$ cat config.mk
export PLATFORM = sky130hd
export DESIGN_NAME = nrc_classifier
export DESIGN_NICKNAME = d
export VERILOG_FILES = /design/src/hw/nrc_pkg.sv /design/src/hw/nrc_classifier.sv
export SDC_FILE = /design/constraint.sdc
export NUM_CORES = 1
export LEC_CHECK = 0
export BUFFER_PORTS_ARGS = -buffer_cell sky130_fd_sc_hd__buf_2
export CELL_PAD_IN_SITES_DETAIL_PLACEMENT = 1
export CELL_PAD_IN_SITES_GLOBAL_PLACEMENT = 2
export CORE_MARGIN = 4
export CORE_UTILIZATION = 37
export DETAILED_ROUTE_END_ITERATION = 10
export GPL_TIMING_DRIVEN = 0
export PLACE_DENSITY_LB_ADDON = 0.15
export SYNTH_ARGS = -nofsm -noshare
export SYNTH_HDL_FRONTEND = slang
export SYNTH_SLANG_ARGS = --single-unit
$ cat constraint.sdc
create_clock -name clk -period 33.4 [get_ports clk]
set_input_delay 6.68 -clock clk [delete_from_list [all_inputs] [get_ports clk]]
set_output_delay 6.68 -clock clk [all_outputs]
set_load 0.05 [all_outputs]
$ cat src/hw/nrc_pkg.sv
// Package for the nickel resistance-thermometer code classifier.
// Assumes one 20 MHz clock, synchronous active-low reset, AXI4-Lite registers.
package nrc_pkg;

    // ========================================================================
    // Register map (byte addresses)
    // ========================================================================
    localparam logic [7:0] ADDR_CTRL = 8'h00;
    localparam logic [7:0] ADDR_VALUE = 8'h04;
    localparam logic [7:0] ADDR_STATUS = 8'h08;
    localparam logic [7:0] ADDR_MASK = 8'h0C;
    localparam logic [7:0] ADDR_DIAG = 8'h10;

    // Control fields
    localparam int CTRL_CLIMATE_BIT = 0;
    localparam int CTRL_SCALE_LSB = 1;
    localparam int CTRL_WIRE_EN_BIT = 3;
    localparam int CTRL_LIMIT_EN_BIT = 4;
    localparam logic [4:0] CTRL_RESET = 5'h00;

    // Status and mask fields
    localparam int STAT_WIRE_BIT = 0;
    localparam int STAT_LOW_BIT = 1;
    localparam int STAT_HIGH_BIT = 2;
    localparam int STAT_RESULT_BIT = 3;
    localparam logic [3:0] STAT_RESET = 4'h0;
    localparam logic [3:0] MASK_RESET = 4'h0;

    // AXI responses
    localparam logic [1:0] RESP_OKAY = 2'h0;
    localparam logic [1:0] RESP_SLVERR = 2'h2;

    // Saturated codes
    localparam logic signed [15:0] CODE_OVERFLOW = 16'sh7FFF;
    localparam logic signed [15:0] CODE_UNDERFLOW = 16'sh8000;

    // Scaling offsets (input is hundredths of a degree Celsius)
    localparam int KELVIN_OFFSET_TENTHS = 2732;
    localparam int FAHR_OFFSET_TENTHS = 320;
    localparam int FAHR_OFFSET_HUNDREDTHS = 3200;

    // Range limits per sensor and scale: nominal top, overrange top,
    // nominal bottom, underrange bottom
    localparam int STD_C_LIMITS [4] = '{2500, 2950, -600, -1050};
    localparam int STD_F_LIMITS [4] = '{4820, 5630, -760, -1570};
    localparam int STD_K_LIMITS [4] = '{5232, 5682, 2132, 1682};
    localparam int CLIM_C_LIMITS [4] = '{13000, 15500, -6000, -10500};
    localparam int CLIM_F_LIMITS [4] = '{26600, 31100, -7600, -15700};

    typedef enum logic [1:0] {
        SCALE_CELSIUS = 2'b00,
        SCALE_FAHRENHEIT = 2'b01,
        SCALE_KELVIN = 2'b10
    } nrc_scale_type;

    typedef enum logic [2:0] {
        CLASS_NOMINAL = 3'b000,
        CLASS_OVERRANGE = 3'b001,
        CLASS_UNDERRANGE = 3'b010,
        CLASS_OVERFLOW = 3'b011,
        CLASS_UNDERFLOW = 3'b100,
        CLASS_WIREBREAK = 3'b101
    } nrc_class_type;

    typedef struct packed {
        logic limitEn;
        logic wireEn;
        logic [1:0] scale;
        logic climate;
    } nrc_ctrl_type;

    typedef struct packed {
        logic signed [15:0] code;
        nrc_class_type rangeClass;
    } nrc_result_type;

endpackage : nrc_pkg

$ cat src/hw/nrc_classifier.sv
// Nickel resistance-thermometer measured-value coder and range classifier.
// Assumes the front end delivers a linearized temperature in hundredths of a
// degree Celsius with a one-cycle strobe, plus a wire-break level; all inputs
// synchronous to clk. Registers over AXI4-Lite, one interrupt output.
// Notes on behaviour
// Standard sensor Celsius: tenths of a degree, nominal -600 to 2500.
// Standard Celsius above nominal up to 2950 keeps scaled code, class overrange.
// Standard reading above the overrange limit gives code 7FFF, any scale.
// Standard Celsius below -600 down to -1050 keeps scaled code, class underrange.
// Reading below the underrange limit gives code 8000.
// Standard Fahrenheit: tenths, nominal -760..4820, limits -1570..5630.
// Standard Kelvin: tenths, nominal 2132..5232, limits 1682..5682, else saturate.
// Climate Celsius: hundredths, nominal -6000..13000, limits -10500..15500.
// Climate Fahrenheit: hundredths, nominal -7600..26600, limits -15700..31100.
// Wire-break diagnostics on: broken wire gives 7FFF and a wire-break alarm.
// Wire-break check takes precedence over overflow and underflow checking.
// Wire-break off, limits on: broken wire gives 8000 and a low-limit alarm.
// Both checks off: broken wire gives 8000 only, no alarm.
// Each enabled diagnostic event makes a record and sets a status bit; irq rises only if that bit is unmasked.
// Output is a 16-bit two's-complement code per result, held until next.
//
// Implementation choices: the register offsets and the AXI4-Lite register port.
module nrc_classifier #(
    parameter int TEMP_WIDTH = 24
) (
    input wire logic clk,
    input wire logic reset_n,
    // Front end
    input wire logic sampleValid,
    input wire logic signed [TEMP_WIDTH-1:0] sampleTemp,
    input wire logic sampleWireBreak,
    // Result
    output logic signed [15:0] measValue,
    output nrc_pkg::nrc_class_type rangeClass,
    output logic resultValid,
    output logic diagAlarm,
    output logic irq,
    // AXI4-Lite
    input wire logic [7:0] s_axi_awaddr,
    input wire logic s_axi_awvalid,
    output logic s_axi_awready,
    input wire logic [31:0] s_axi_wdata,
    input wire logic [3:0] s_axi_wstrb,
    input wire logic s_axi_wvalid,
    output logic s_axi_wready,
    output logic [1:0] s_axi_bresp,
    output logic s_axi_bvalid,
    input wire logic s_axi_bready,
    input wire logic [7:0] s_axi_araddr,
    input wire logic s_axi_arvalid,
    output logic s_axi_arready,
    output logic [31:0] s_axi_rdata,
    output logic [1:0] s_axi_rresp,
    output logic s_axi_rvalid,
    input wire logic s_axi_rready
);

    // ========================================================================
    // Helpers
    // ========================================================================
    // Pick limit set for sensor type and scale
    function automatic int limitOf(input nrc_pkg::nrc_ctrl_type c, input int idx);
        int lim;
        lim = nrc_pkg::STD_C_LIMITS[idx];
        if (c.climate)
        begin
            if (c.scale == nrc_pkg::SCALE_FAHRENHEIT)
                lim = nrc_pkg::CLIM_F_LIMITS[idx];
            else
                lim = nrc_pkg::CLIM_C_LIMITS[idx];
        end
        else if (c.scale == nrc_pkg::SCALE_FAHRENHEIT)
            lim = nrc_pkg::STD_F_LIMITS[idx];
        else if (c.scale == nrc_pkg::SCALE_KELVIN)
            lim = nrc_pkg::STD_K_LIMITS[idx];
        return lim;
    endfunction : limitOf

    // ========================================================================
    // Registers
    // ========================================================================
    nrc_pkg::nrc_ctrl_type ctrl;
    logic [3:0] status;
    logic [3:0] mask;
    logic [15:0] diagCount;
    nrc_pkg::nrc_class_type diagCause;

    // ========================================================================
    // Scaling and classification
    // ========================================================================
    int tempC;
    int scaled;
    nrc_pkg::nrc_result_type next_result;
    logic evWire;
    logic evLow;
    logic evHigh;

    // Scale input (hundredths of degC) to selected unit; a climate sensor with Kelvin selected stays in Celsius
    always_comb
    begin
        tempC = int'(sampleTemp);
        if (ctrl.climate)
        begin
            if (ctrl.scale == nrc_pkg::SCALE_FAHRENHEIT)
                scaled = (tempC * 9) / 5 + nrc_pkg::FAHR_OFFSET_HUNDREDTHS;
            else
                scaled = tempC;
        end
        else
        begin
            unique case (ctrl.scale)
                nrc_pkg::SCALE_FAHRENHEIT:
                    scaled = (tempC * 9) / 50 + nrc_pkg::FAHR_OFFSET_TENTHS;
                nrc_pkg::SCALE_KELVIN:
                    scaled = tempC / 10 + nrc_pkg::KELVIN_OFFSET_TENTHS;
                default:
                    scaled = tempC / 10;
            endcase
        end
    end

    // Classify, saturate, and apply wire-break priority
    always_comb
    begin
        evWire = 1'b0;
        evLow = 1'b0;
        evHigh = 1'b0;
        next_result.code = 16'(scaled);
        next_result.rangeClass = nrc_pkg::CLASS_NOMINAL;
        if (sampleWireBreak && ctrl.wireEn)
        begin
            next_result.code = nrc_pkg::CODE_OVERFLOW;
            next_result.rangeClass = nrc_pkg::CLASS_WIREBREAK;
            evWire = 1'b1;
        end
        else if (sampleWireBreak)
        begin
            next_result.code = nrc_pkg::CODE_UNDERFLOW;
            next_result.rangeClass = nrc_pkg::CLASS_UNDERFLOW;
            evLow = ctrl.limitEn;
        end
        else if (scaled > limitOf(ctrl, 1))
        begin
            next_result.code = nrc_pkg::CODE_OVERFLOW;
            next_result.rangeClass = nrc_pkg::CLASS_OVERFLOW;
            evHigh = ctrl.limitEn;
        end
        else if (scaled > limitOf(ctrl, 0))
            next_result.rangeClass = nrc_pkg::CLASS_OVERRANGE;
        else if (scaled < limitOf(ctrl, 3))
        begin
            next_result.code = nrc_pkg::CODE_UNDERFLOW;
            next_result.rangeClass = nrc_pkg::CLASS_UNDERFLOW;
            evLow = ctrl.limitEn;
        end
        else if (scaled < limitOf(ctrl, 2))
            next_result.rangeClass = nrc_pkg::CLASS_UNDERRANGE;
    end

    // Result registers, held until next sample
    always_ff @(posedge clk)
    begin
        if (!reset_n)
        begin
            measValue <= 16'sh0000;
            rangeClass <= nrc_pkg::CLASS_NOMINAL;
        end
        else if (sampleValid)
        begin
            measValue <= next_result.code;
            rangeClass <= next_result.rangeClass;
        end
    end

    // One-cycle result and alarm strobes
    always_ff @(posedge clk)
    begin
        if (!reset_n)
        begin
            resultValid <= 1'b0;
            diagAlarm <= 1'b0;
        end
        else
        begin
            resultValid <= sampleValid;
            diagAlarm <= sampleValid && (evWire || evLow || evHigh);
        end
    end

    // Diagnostics record: event count and last cause
    always_ff @(posedge clk)
    begin
        if (!reset_n)
        begin
            diagCount <= 16'h0000;
            diagCause <= nrc_pkg::CLASS_NOMINAL;
        end
        else if (sampleValid && (evWire || evLow || evHigh))
        begin
            diagCount <= diagCount + 16'h0001;
            diagCause <= next_result.rangeClass;
        end
    end

    // ========================================================================
    // AXI4-Lite write channel
    // ========================================================================
    logic awHeld;
    logic wHeld;
    logic [7:0] awAddr;
    logic [31:0] wData;
    logic [3:0] wStrb;
    logic doWrite;
    logic [3:0] statusClear;

    assign doWrite = awHeld && wHeld && !s_axi_bvalid;
    assign statusClear = (doWrite && awAddr == nrc_pkg::ADDR_STATUS && wStrb[0])
        ? wData[3:0] : 4'h0;

    // Capture address and data in either order
    always_ff @(posedge clk)
    begin
        if (!reset_n)
        begin
            awHeld <= 1'b0;
            wHeld <= 1'b0;
            s_axi_awready <= 1'b0;
            s_axi_wready <= 1'b0;
            awAddr <= 8'h00;
            wData <= 32'h0000_0000;
            wStrb <= 4'h0;
        end
        else
        begin
            s_axi_awready <= !awHeld && !s_axi_awready && !s_axi_bvalid;
            s_axi_wready <= !wHeld && !s_axi_wready && !s_axi_bvalid;
            if (s_axi_awvalid && s_axi_awready)
            begin
                awHeld <= 1'b1;
                awAddr <= s_axi_awaddr;
            end
            if (s_axi_wvalid && s_axi_wready)
            begin
                wHeld <= 1'b1;
                wData <= s_axi_wdata;
                wStrb <= s_axi_wstrb;
            end
            if (doWrite)
            begin
                awHeld <= 1'b0;
                wHeld <= 1'b0;
            end
        end
    end

    // Write response
    always_ff @(posedge clk)
    begin
        if (!reset_n)
        begin
            s_axi_bvalid <= 1'b0;
            s_axi_bresp <= nrc_pkg::RESP_OKAY;
        end
        else if (doWrite)
        begin
            s_axi_bvalid <= 1'b1;
            unique case (awAddr)
                nrc_pkg::ADDR_CTRL, nrc_pkg::ADDR_STATUS, nrc_pkg::ADDR_MASK,
                nrc_pkg::ADDR_VALUE, nrc_pkg::ADDR_DIAG:
                    s_axi_bresp <= nrc_pkg::RESP_OKAY;
                default:
                    s_axi_bresp <= nrc_pkg::RESP_SLVERR;
            endcase
        end
        else if (s_axi_bready)
            s_axi_bvalid <= 1'b0;
    end

    // Control and mask registers
    always_ff @(posedge clk)
    begin
        if (!reset_n)
        begin
            ctrl <= nrc_pkg::CTRL_RESET;
            mask <= nrc_pkg::MASK_RESET;
        end
        else if (doWrite && wStrb[0])
        begin
            if (awAddr == nrc_pkg::ADDR_CTRL)
                ctrl <= wData[4:0];
            if (awAddr == nrc_pkg::ADDR_MASK)
                mask <= wData[3:0];
        end
    end

    // ========================================================================
    // Interrupt status
    // ========================================================================
    logic [3:0] statusSet;

    always_comb
    begin
        statusSet = 4'h0;
        statusSet[nrc_pkg::STAT_WIRE_BIT] = sampleValid && evWire;
        statusSet[nrc_pkg::STAT_LOW_BIT] = sampleValid && evLow;
        statusSet[nrc_pkg::STAT_HIGH_BIT] = sampleValid && evHigh;
        statusSet[nrc_pkg::STAT_RESULT_BIT] = sampleValid;
    end

    // Sticky bits, set wins over write-one clear
    always_ff @(posedge clk)
    begin
        if (!reset_n)
            status <= nrc_pkg::STAT_RESET;
        else
            status <= (status & ~statusClear) | statusSet;
    end

    // Level interrupt from unmasked status
    always_ff @(posedge clk)
    begin
        if (!reset_n)
            irq <= 1'b0;
        else
            irq <= |(((status & ~statusClear) | statusSet) & mask);
    end

    // ========================================================================
    // AXI4-Lite read channel
    // ========================================================================
    logic [31:0] readWord;
    logic readOk;

    // Read decode
    always_comb
    begin
        readWord = 32'h0000_0000;
        readOk = 1'b1;
        unique case (s_axi_araddr)
            nrc_pkg::ADDR_CTRL: readWord[4:0] = ctrl;
            nrc_pkg::ADDR_VALUE: readWord[18:0] = {rangeClass, measValue};
            nrc_pkg::ADDR_STATUS: readWord[3:0] = status;
            nrc_pkg::ADDR_MASK: readWord[3:0] = mask;
            nrc_pkg::ADDR_DIAG: readWord[18:0] = {diagCause, diagCount};
            default: readOk = 1'b0;
        endcase
    end

    // Address accept and data return
    always_ff @(posedge clk)
    begin
        if (!reset_n)
        begin
            s_axi_arready <= 1'b0;
            s_axi_rvalid <= 1'b0;
            s_axi_rdata <= 32'h0000_0000;
            s_axi_rresp <= nrc_pkg::RESP_OKAY;
        end
        else
        begin
            s_axi_arready <= !s_axi_rvalid && !s_axi_arready;
            if (s_axi_arvalid && s_axi_arready)
            begin
                s_axi_rvalid <= 1'b1;
                s_axi_rdata <= readWord;
                s_axi_rresp <= readOk ? nrc_pkg::RESP_OKAY : nrc_pkg::RESP_SLVERR;
            end
            else if (s_axi_rready)
                s_axi_rvalid <= 1'b0;
        end
    end

endmodule : nrc_classifier

# After elaboration in Yosys (flattened, before gate mapping)
# Cells that the tools add are included.
dict set report word_totals {
  out_inout_bits 63
  input_bits 85
  register_bits 98
}
dict set report classes {
  n_reduce_logical 37
  n_bitwise 5
  add_sub_neg 4
  magnitude_cmp 4
  eq_ne 10
  div_mod_pow 3
  n_mux 61
  n_mul 1
}
# operator n
set ops {}
lappend ops {{$mux 32} 24}
lappend ops {{$mux 13} 5}
lappend ops {{$add 32x13->32 const B} 2}
lappend ops {{$gt 32x32->1} 2}
lappend ops {{$lt 32x32->1} 2}
lappend ops {{$pmux 32 s2} 1}
lappend ops {{$mux 19} 3}
lappend ops {{$add 32x10->32 const B} 1}
lappend ops {{$div 32x4->32 const B} 1}
lappend ops {{$div 32x5->32 const B} 1}
lappend ops {{$div 32x7->32 const B} 1}
lappend ops {{$eq 8x4->1 const B} 4}
lappend ops {{$mux 16} 2}
lappend ops {{$mux 15} 2}
lappend ops {{$mul 24x5->29 const B} 1}
lappend ops {{$pmux 14 s2} 1}
lappend ops {{$pmux 4 s5} 1}
lappend ops {{$logic_and 1x1->1} 18}
lappend ops {{$add 16x1->16 const B} 1}
lappend ops {{$eq 8x3->1 const B} 2}
lappend ops {{$eq 8x5->1 const B} 2}
lappend ops {{$logic_not 8->1} 2}
lappend ops {{$mux 1} 14}
lappend ops {{$mux 12} 1}
lappend ops {{other kinds (17)} 31}

# Logic depth before layout (Yosys ltp)
dict set report logic_depth {
  word_depth 28
  ltp_mapped 108
  ltp_nobuf 93
}

# Worst setup path after synthesis
# No wires, ideal clock.
dict set report synth_path {
  path_kind {in2reg}
  start {input sampleTemp[9]}
  end {register diagCount[15]}
  t_arrival_ns 27.427
  setup_slack_ns 5.903
  t_required_ns 33.330
  cell_stages 91
  setup_ns 0.070
  path_buffers 8
  path_cell_list {ha_1 > ha_1 > buf_2 > nand2_1 > or3_1 > o221a_2 > xor2_1 > nand2_1 > or4_1 > buf_4 > o31ai_2 > xnor2_1 > clkbuf_1 > nor2_1 > a211o_1 > a2111o_1 > o211a_2 > o2111a_1 > [... 55 more ...] > and4_1 > nor2_1 > nor2_1 > a21oi_1 > o21ai_0 > ha_1 > nand4_1 > or4_1 > a21oi_1 > nor2_1 > xor2_1 > nand2_1 > inv_1 > a211oi_1 > o41ai_2 > or2_1 > or4_1 > a21oi_1}
}
dict set report synth_between {
  elab_chain_len 14
  elab_cells_between_ends 24
  classes_between {3 x add/sub; 1 x mul; 3 x div; 3 x order compare; 11 x mux; 3 x reduce/logical}
}
# item line
set synth_rtl {}
lappend synth_rtl {{start, declared} nrc_classifier.sv:30} ;# input wire logic signed [TEMP_WIDTH-1:0] sampleTemp,
lappend synth_rtl {{$mul 24x5->29} {nrc_classifier.sv:105, nrc_classifier.sv:113}}
lappend synth_rtl {{$div 32x7->32 / $div 32x4->32 (equally long branches)} {nrc_classifier.sv:113, nrc_classifier.sv:105}}
lappend synth_rtl {{$add 32x10->32 / $add 32x13->32 (equally long branches)} {nrc_classifier.sv:113, nrc_classifier.sv:105}}
lappend synth_rtl {{$pmux 32 s2 / $mux 32 (equally long branches)} {nrc_classifier.sv:111, nrc_classifier.sv:104}}
lappend synth_rtl {{$mux 32 (*)} nrc_classifier.sv:102} ;# if (ctrl.climate)
lappend synth_rtl {{$lt 32x32->1} nrc_classifier.sv:150} ;# else if (scaled < limitOf(ctrl, 3))
lappend synth_rtl {{$mux 1} nrc_classifier.sv:150}
lappend synth_rtl {{$mux 1} nrc_classifier.sv:148} ;# else if (scaled > limitOf(ctrl, 0))
lappend synth_rtl {{$mux 1} nrc_classifier.sv:142} ;# else if (scaled > limitOf(ctrl, 1))
lappend synth_rtl {{$mux 1} nrc_classifier.sv:136} ;# else if (sampleWireBreak)
lappend synth_rtl {{$mux 1} nrc_classifier.sv:130} ;# if (sampleWireBreak && ctrl.wireEn)
lappend synth_rtl {{$logic_or 1x1->1} nrc_classifier.sv:198} ;# else if (sampleValid && (evWire || evLow || evHigh))
lappend synth_rtl {{$logic_or 1x1->1 (*)} nrc_classifier.sv:198}
lappend synth_rtl {{$logic_and 1x1->1 (*)} nrc_classifier.sv:198}
lappend synth_rtl {{end signal, assigned} nrc_classifier.sv:200} ;# diagCount <= diagCount + 16'h0001;
lappend synth_rtl {{end, declared} nrc_classifier.sv:85} ;# logic [15:0] diagCount;
# Mark *: on every way between the ends. The rest lies on a longest branch, timed or not.
# A chain may end at the register's enable or synchronous reset.

# Worst setup path in the final report
dict set report layout_path {
  start {input sampleTemp[1]}
  end {register diagCount[15]}
}
# The elaborated chain is that of the path after synthesis.

==> results.json <==
{
  "cts.clk_slew.worst_paths_ps": 70,
  "routed_via_density": 6.47,
  "synth_unique_cells": 144,
  "tritoncts_num_sinks": 96,
  "yosysWarningCount": 0,
  "number_of_antenna_violations_at_the_first_check_in_global_routing": 0,
  "wl_met3_um": 3780,
  "worst_slew_margin_rel": 0.162,
  "grt_use_total": 0.283,
  "synth_seq_cells": 96,
  "drtPass1Iterations": 6,
  "most_common_library_cell_in_the_layout_ignoring_fill_and_taps": "nand2_1",
  "synth_flop_cell": "dfxtp_1",
  "ant_nets": 0,
  "worst_hold_path_type": "flip-flop to flip-flop",
  "maxCapViolations": 0,
  "cpMaxStageDelayCell": "a211oi_1",
  "met1_length_um": 48000,
  "gpl.final_weighted_congestion": 0.947,
  "critical-path-top-cell-by-count": "ha_1",
  "rsz_0062_raised_after_global_routing": "false",
  "outcome": "complete, no violations",
  "worst-path-buf-inv": 8,
  "drt_iter0_markers": 2291,
  "clockRootBuffer": "clkbuf_16",
  "post_route_cells_drive_above_1_share": 0.119,
  "synthDominantCellAreaShare": 0.0811,
  "final.min_clock_period_ps": 32000,
  "h-tree-depth": 3,
  "yosysTopAreaCell": "dfxtp_1",
  "grt_pass1_wl_um": 159000,
  "post-dp-hpwl_um": 83100,
  "tightest_slew_ps": 1250,
  "final-max-slew-violation-count": 0,
  "post-route-drc-count": 0,
  "dieArea_um2": 68100,
  "cts_made_buffers": 9,
  "synth_area_um2": 23700,
  "syn-instance-count": 3425,
  "die_w_um": 261,
  "critical_path_peak_fanout": 10,
  "clock_latency_on_the_worst_skew_pair_ps": 340,
  "multi_input_area_um2": 20900,
  "critPathLaunchType": "input port",
  "final_core_util": 0.413,
  "detail_route.wl_per_cell_um": 23.1,
  "cts_tree": "done",
  "grt_max_degree": 18,
  "antenna_cells_inserted": 0,
  "clock_path_buffers": 2,
  "tns_ps": 0,
  "initial_core_util": 0.375,
  "routed_met2_length_um": 48700,
  "grt_overflow": 0,
  "critical-path-top-delay-family": "compound AO/OA/AOI/OAI gates",
  "mostFrequentLayoutCells": "nand2_1 (341), nor2_1 (305), a21oi_1 (237)",
  "timing.critical_path.required_ps": 33670,
  "first_global_vias": 28048,
  "num-fill-cells": 8118,
  "share_of_synthesized_registers_carrying_an_async_set_or_reset": 0,
  "critical-path-max-stage-delay_ps": 700,
  "fmax_achieved_mhz": 31.3,
  "std_cell_rows": 92,
  "top_signal_layer_used": "met4",
  "seq_area_frac_synth": 0.0811,
  "synth_enable_flop_cells": 0,
  "setup.worst_path.class": "input port to flip-flop",
  "core_region_area_um2": 63200,
  "synth.area.top_cells": "dfxtp_1 (8.1%), xnor2_1 (6.6%), ha_1 (6.6%), nand2_1 (5.4%), a21oi_1 (5.0%)",
  "dr_total_vias": 28569,
  "timing.critical_path.arrival_ps": 32270,
  "worst_setup_path_end_kind": "flip-flop",
  "die_h_um": 261,
  "drt_wl_total_um": 102000,
  "finalCritPeriodShare": 0.958,
  "syn_area_per_cell_um2": 6.92,
  "syn_to_final_growth_pct": 10.2,
  "port_buffers": 99,
  "final.setup_skew_ps": 5.46,
  "area.sequential_um2": 1920,
  "final_hold_viol_count": 0,
  "final-setup-viol-count": 0,
  "design.final.nets": 3777,
  "io-pin-count": 148
}
[what timing repair did]
item	4_1_cts	5_1_grt
setup buffers	0	15
gates resized for setup	0	67
hold buffers	0	0
endpoints found under the setup margin	0	42
[layout make-up]
cell class	instances	share of cell area
plain buffers	208	0.0387
clock inverters	2	0.000527
multi-input cells	3057	0.800
inverters	77	0.0111
flip-flops and latches	96	0.0736
repair buffers	117	0.0247
clock buffers	13	0.0104
well taps	846	0.0405
[synth_stat cells (21+ instances only)]
cell       count
and3_1        36
nand3_1      138
a21o_1        42
clkbuf_1     121
nand2_1      341
nor2b_1       29
ha_1         125
o2111ai_1     21
o21a_1        37
buf_2         45
nor2_1       306
a211oi_1      57
nor3_1       148
or3_1         40
xnor2_1      179
xor2_1        83
nand4_1       49
a21oi_1      238
a221oi_1      39
o31ai_1       41
o22ai_1       37
o211ai_1      46
nand2b_1      31
mux2i_1       44
a31oi_1       74
inv_1         74
buf_4         32
o21ai_0      179
o221ai_1      22
dfxtp_1       96
and2_1        40
o21ai_1       58
nor4_1        38
[path summary, 6_finish.rpt]
kind | startpoint | cells past startpoint | slack [ps] | endpoint
max | sampleTemp[1] | 93 | 1400 | diagCount[15]
min | awAddr[6] | 2 | 460 | awAddr[6]
max reg2reg | ctrl[2] | 28 | 27030 | diagCount[10]
min reg2reg | awAddr[6] | 2 | 460 | awAddr[6]
[worst register-to-register path, delay by kind of cell (launching register included)]
| kind | cells | cell delay, ps |
|---|---|---|
| AOI/OAI and AO/OA | 11 | 2730 |
| buffers and inverters | 7 | 1610 |
| and+or+nand+nor | 7 | 700 |
| DFF | 1 | 530 |
| adders and majority gates | 2 | 510 |
| xor gates and xnor gates | 1 | 160 |
[state kept, by name (all words and copies together) (netlist names), 3 cells and up]
signal and count:
diagCount 16, mask 4, awAddr 8, status 4
ctrl 5, rangeClass 3, s_axi_rdata 19, wData 5
diagCause 3, measValue 16
[per-layer routing]
metal / up-vias / GRT usage
met2: 699 / 0.489
met1: 14271 / 0.394
li1: 13495 / -
met3: 104 / 0.0179
met5: - / 0
met4: 0 / 0.0473
[through the flow]
stage                     instance area, um2  setup WS [ps]  std cells  hold slack (ps)
after floorplan                        23700           5900       3439              422
after global placement                 25300            530       4384              439
after detailed placement               25300           -199       4387              440
after CTS                              25600           50.8       4402              461
after global routing                   26100           23.2       4416              480
final                                  26100           1400       4416              463
[cells by family (layout without fill, tap and decap cells)]
logic type,count (synthesis),in the layout,share of synthesized area
DFF,96,96,0.0811
and+or+nand+nor,1328,1328,0.279
other,1,15,0.000158
xor gates and xnor gates,266,266,0.0996
muxes,69,69,0.0335
buffers and inverters,286,417,0.0548
AOI/OAI and AO/OA,1248,1248,0.383
adders and majority gates,131,131,0.0690
Power is left out: the tool's default activity adds up to more than one toggle a clock period on the data nets, which glitch-free logic cannot reach.
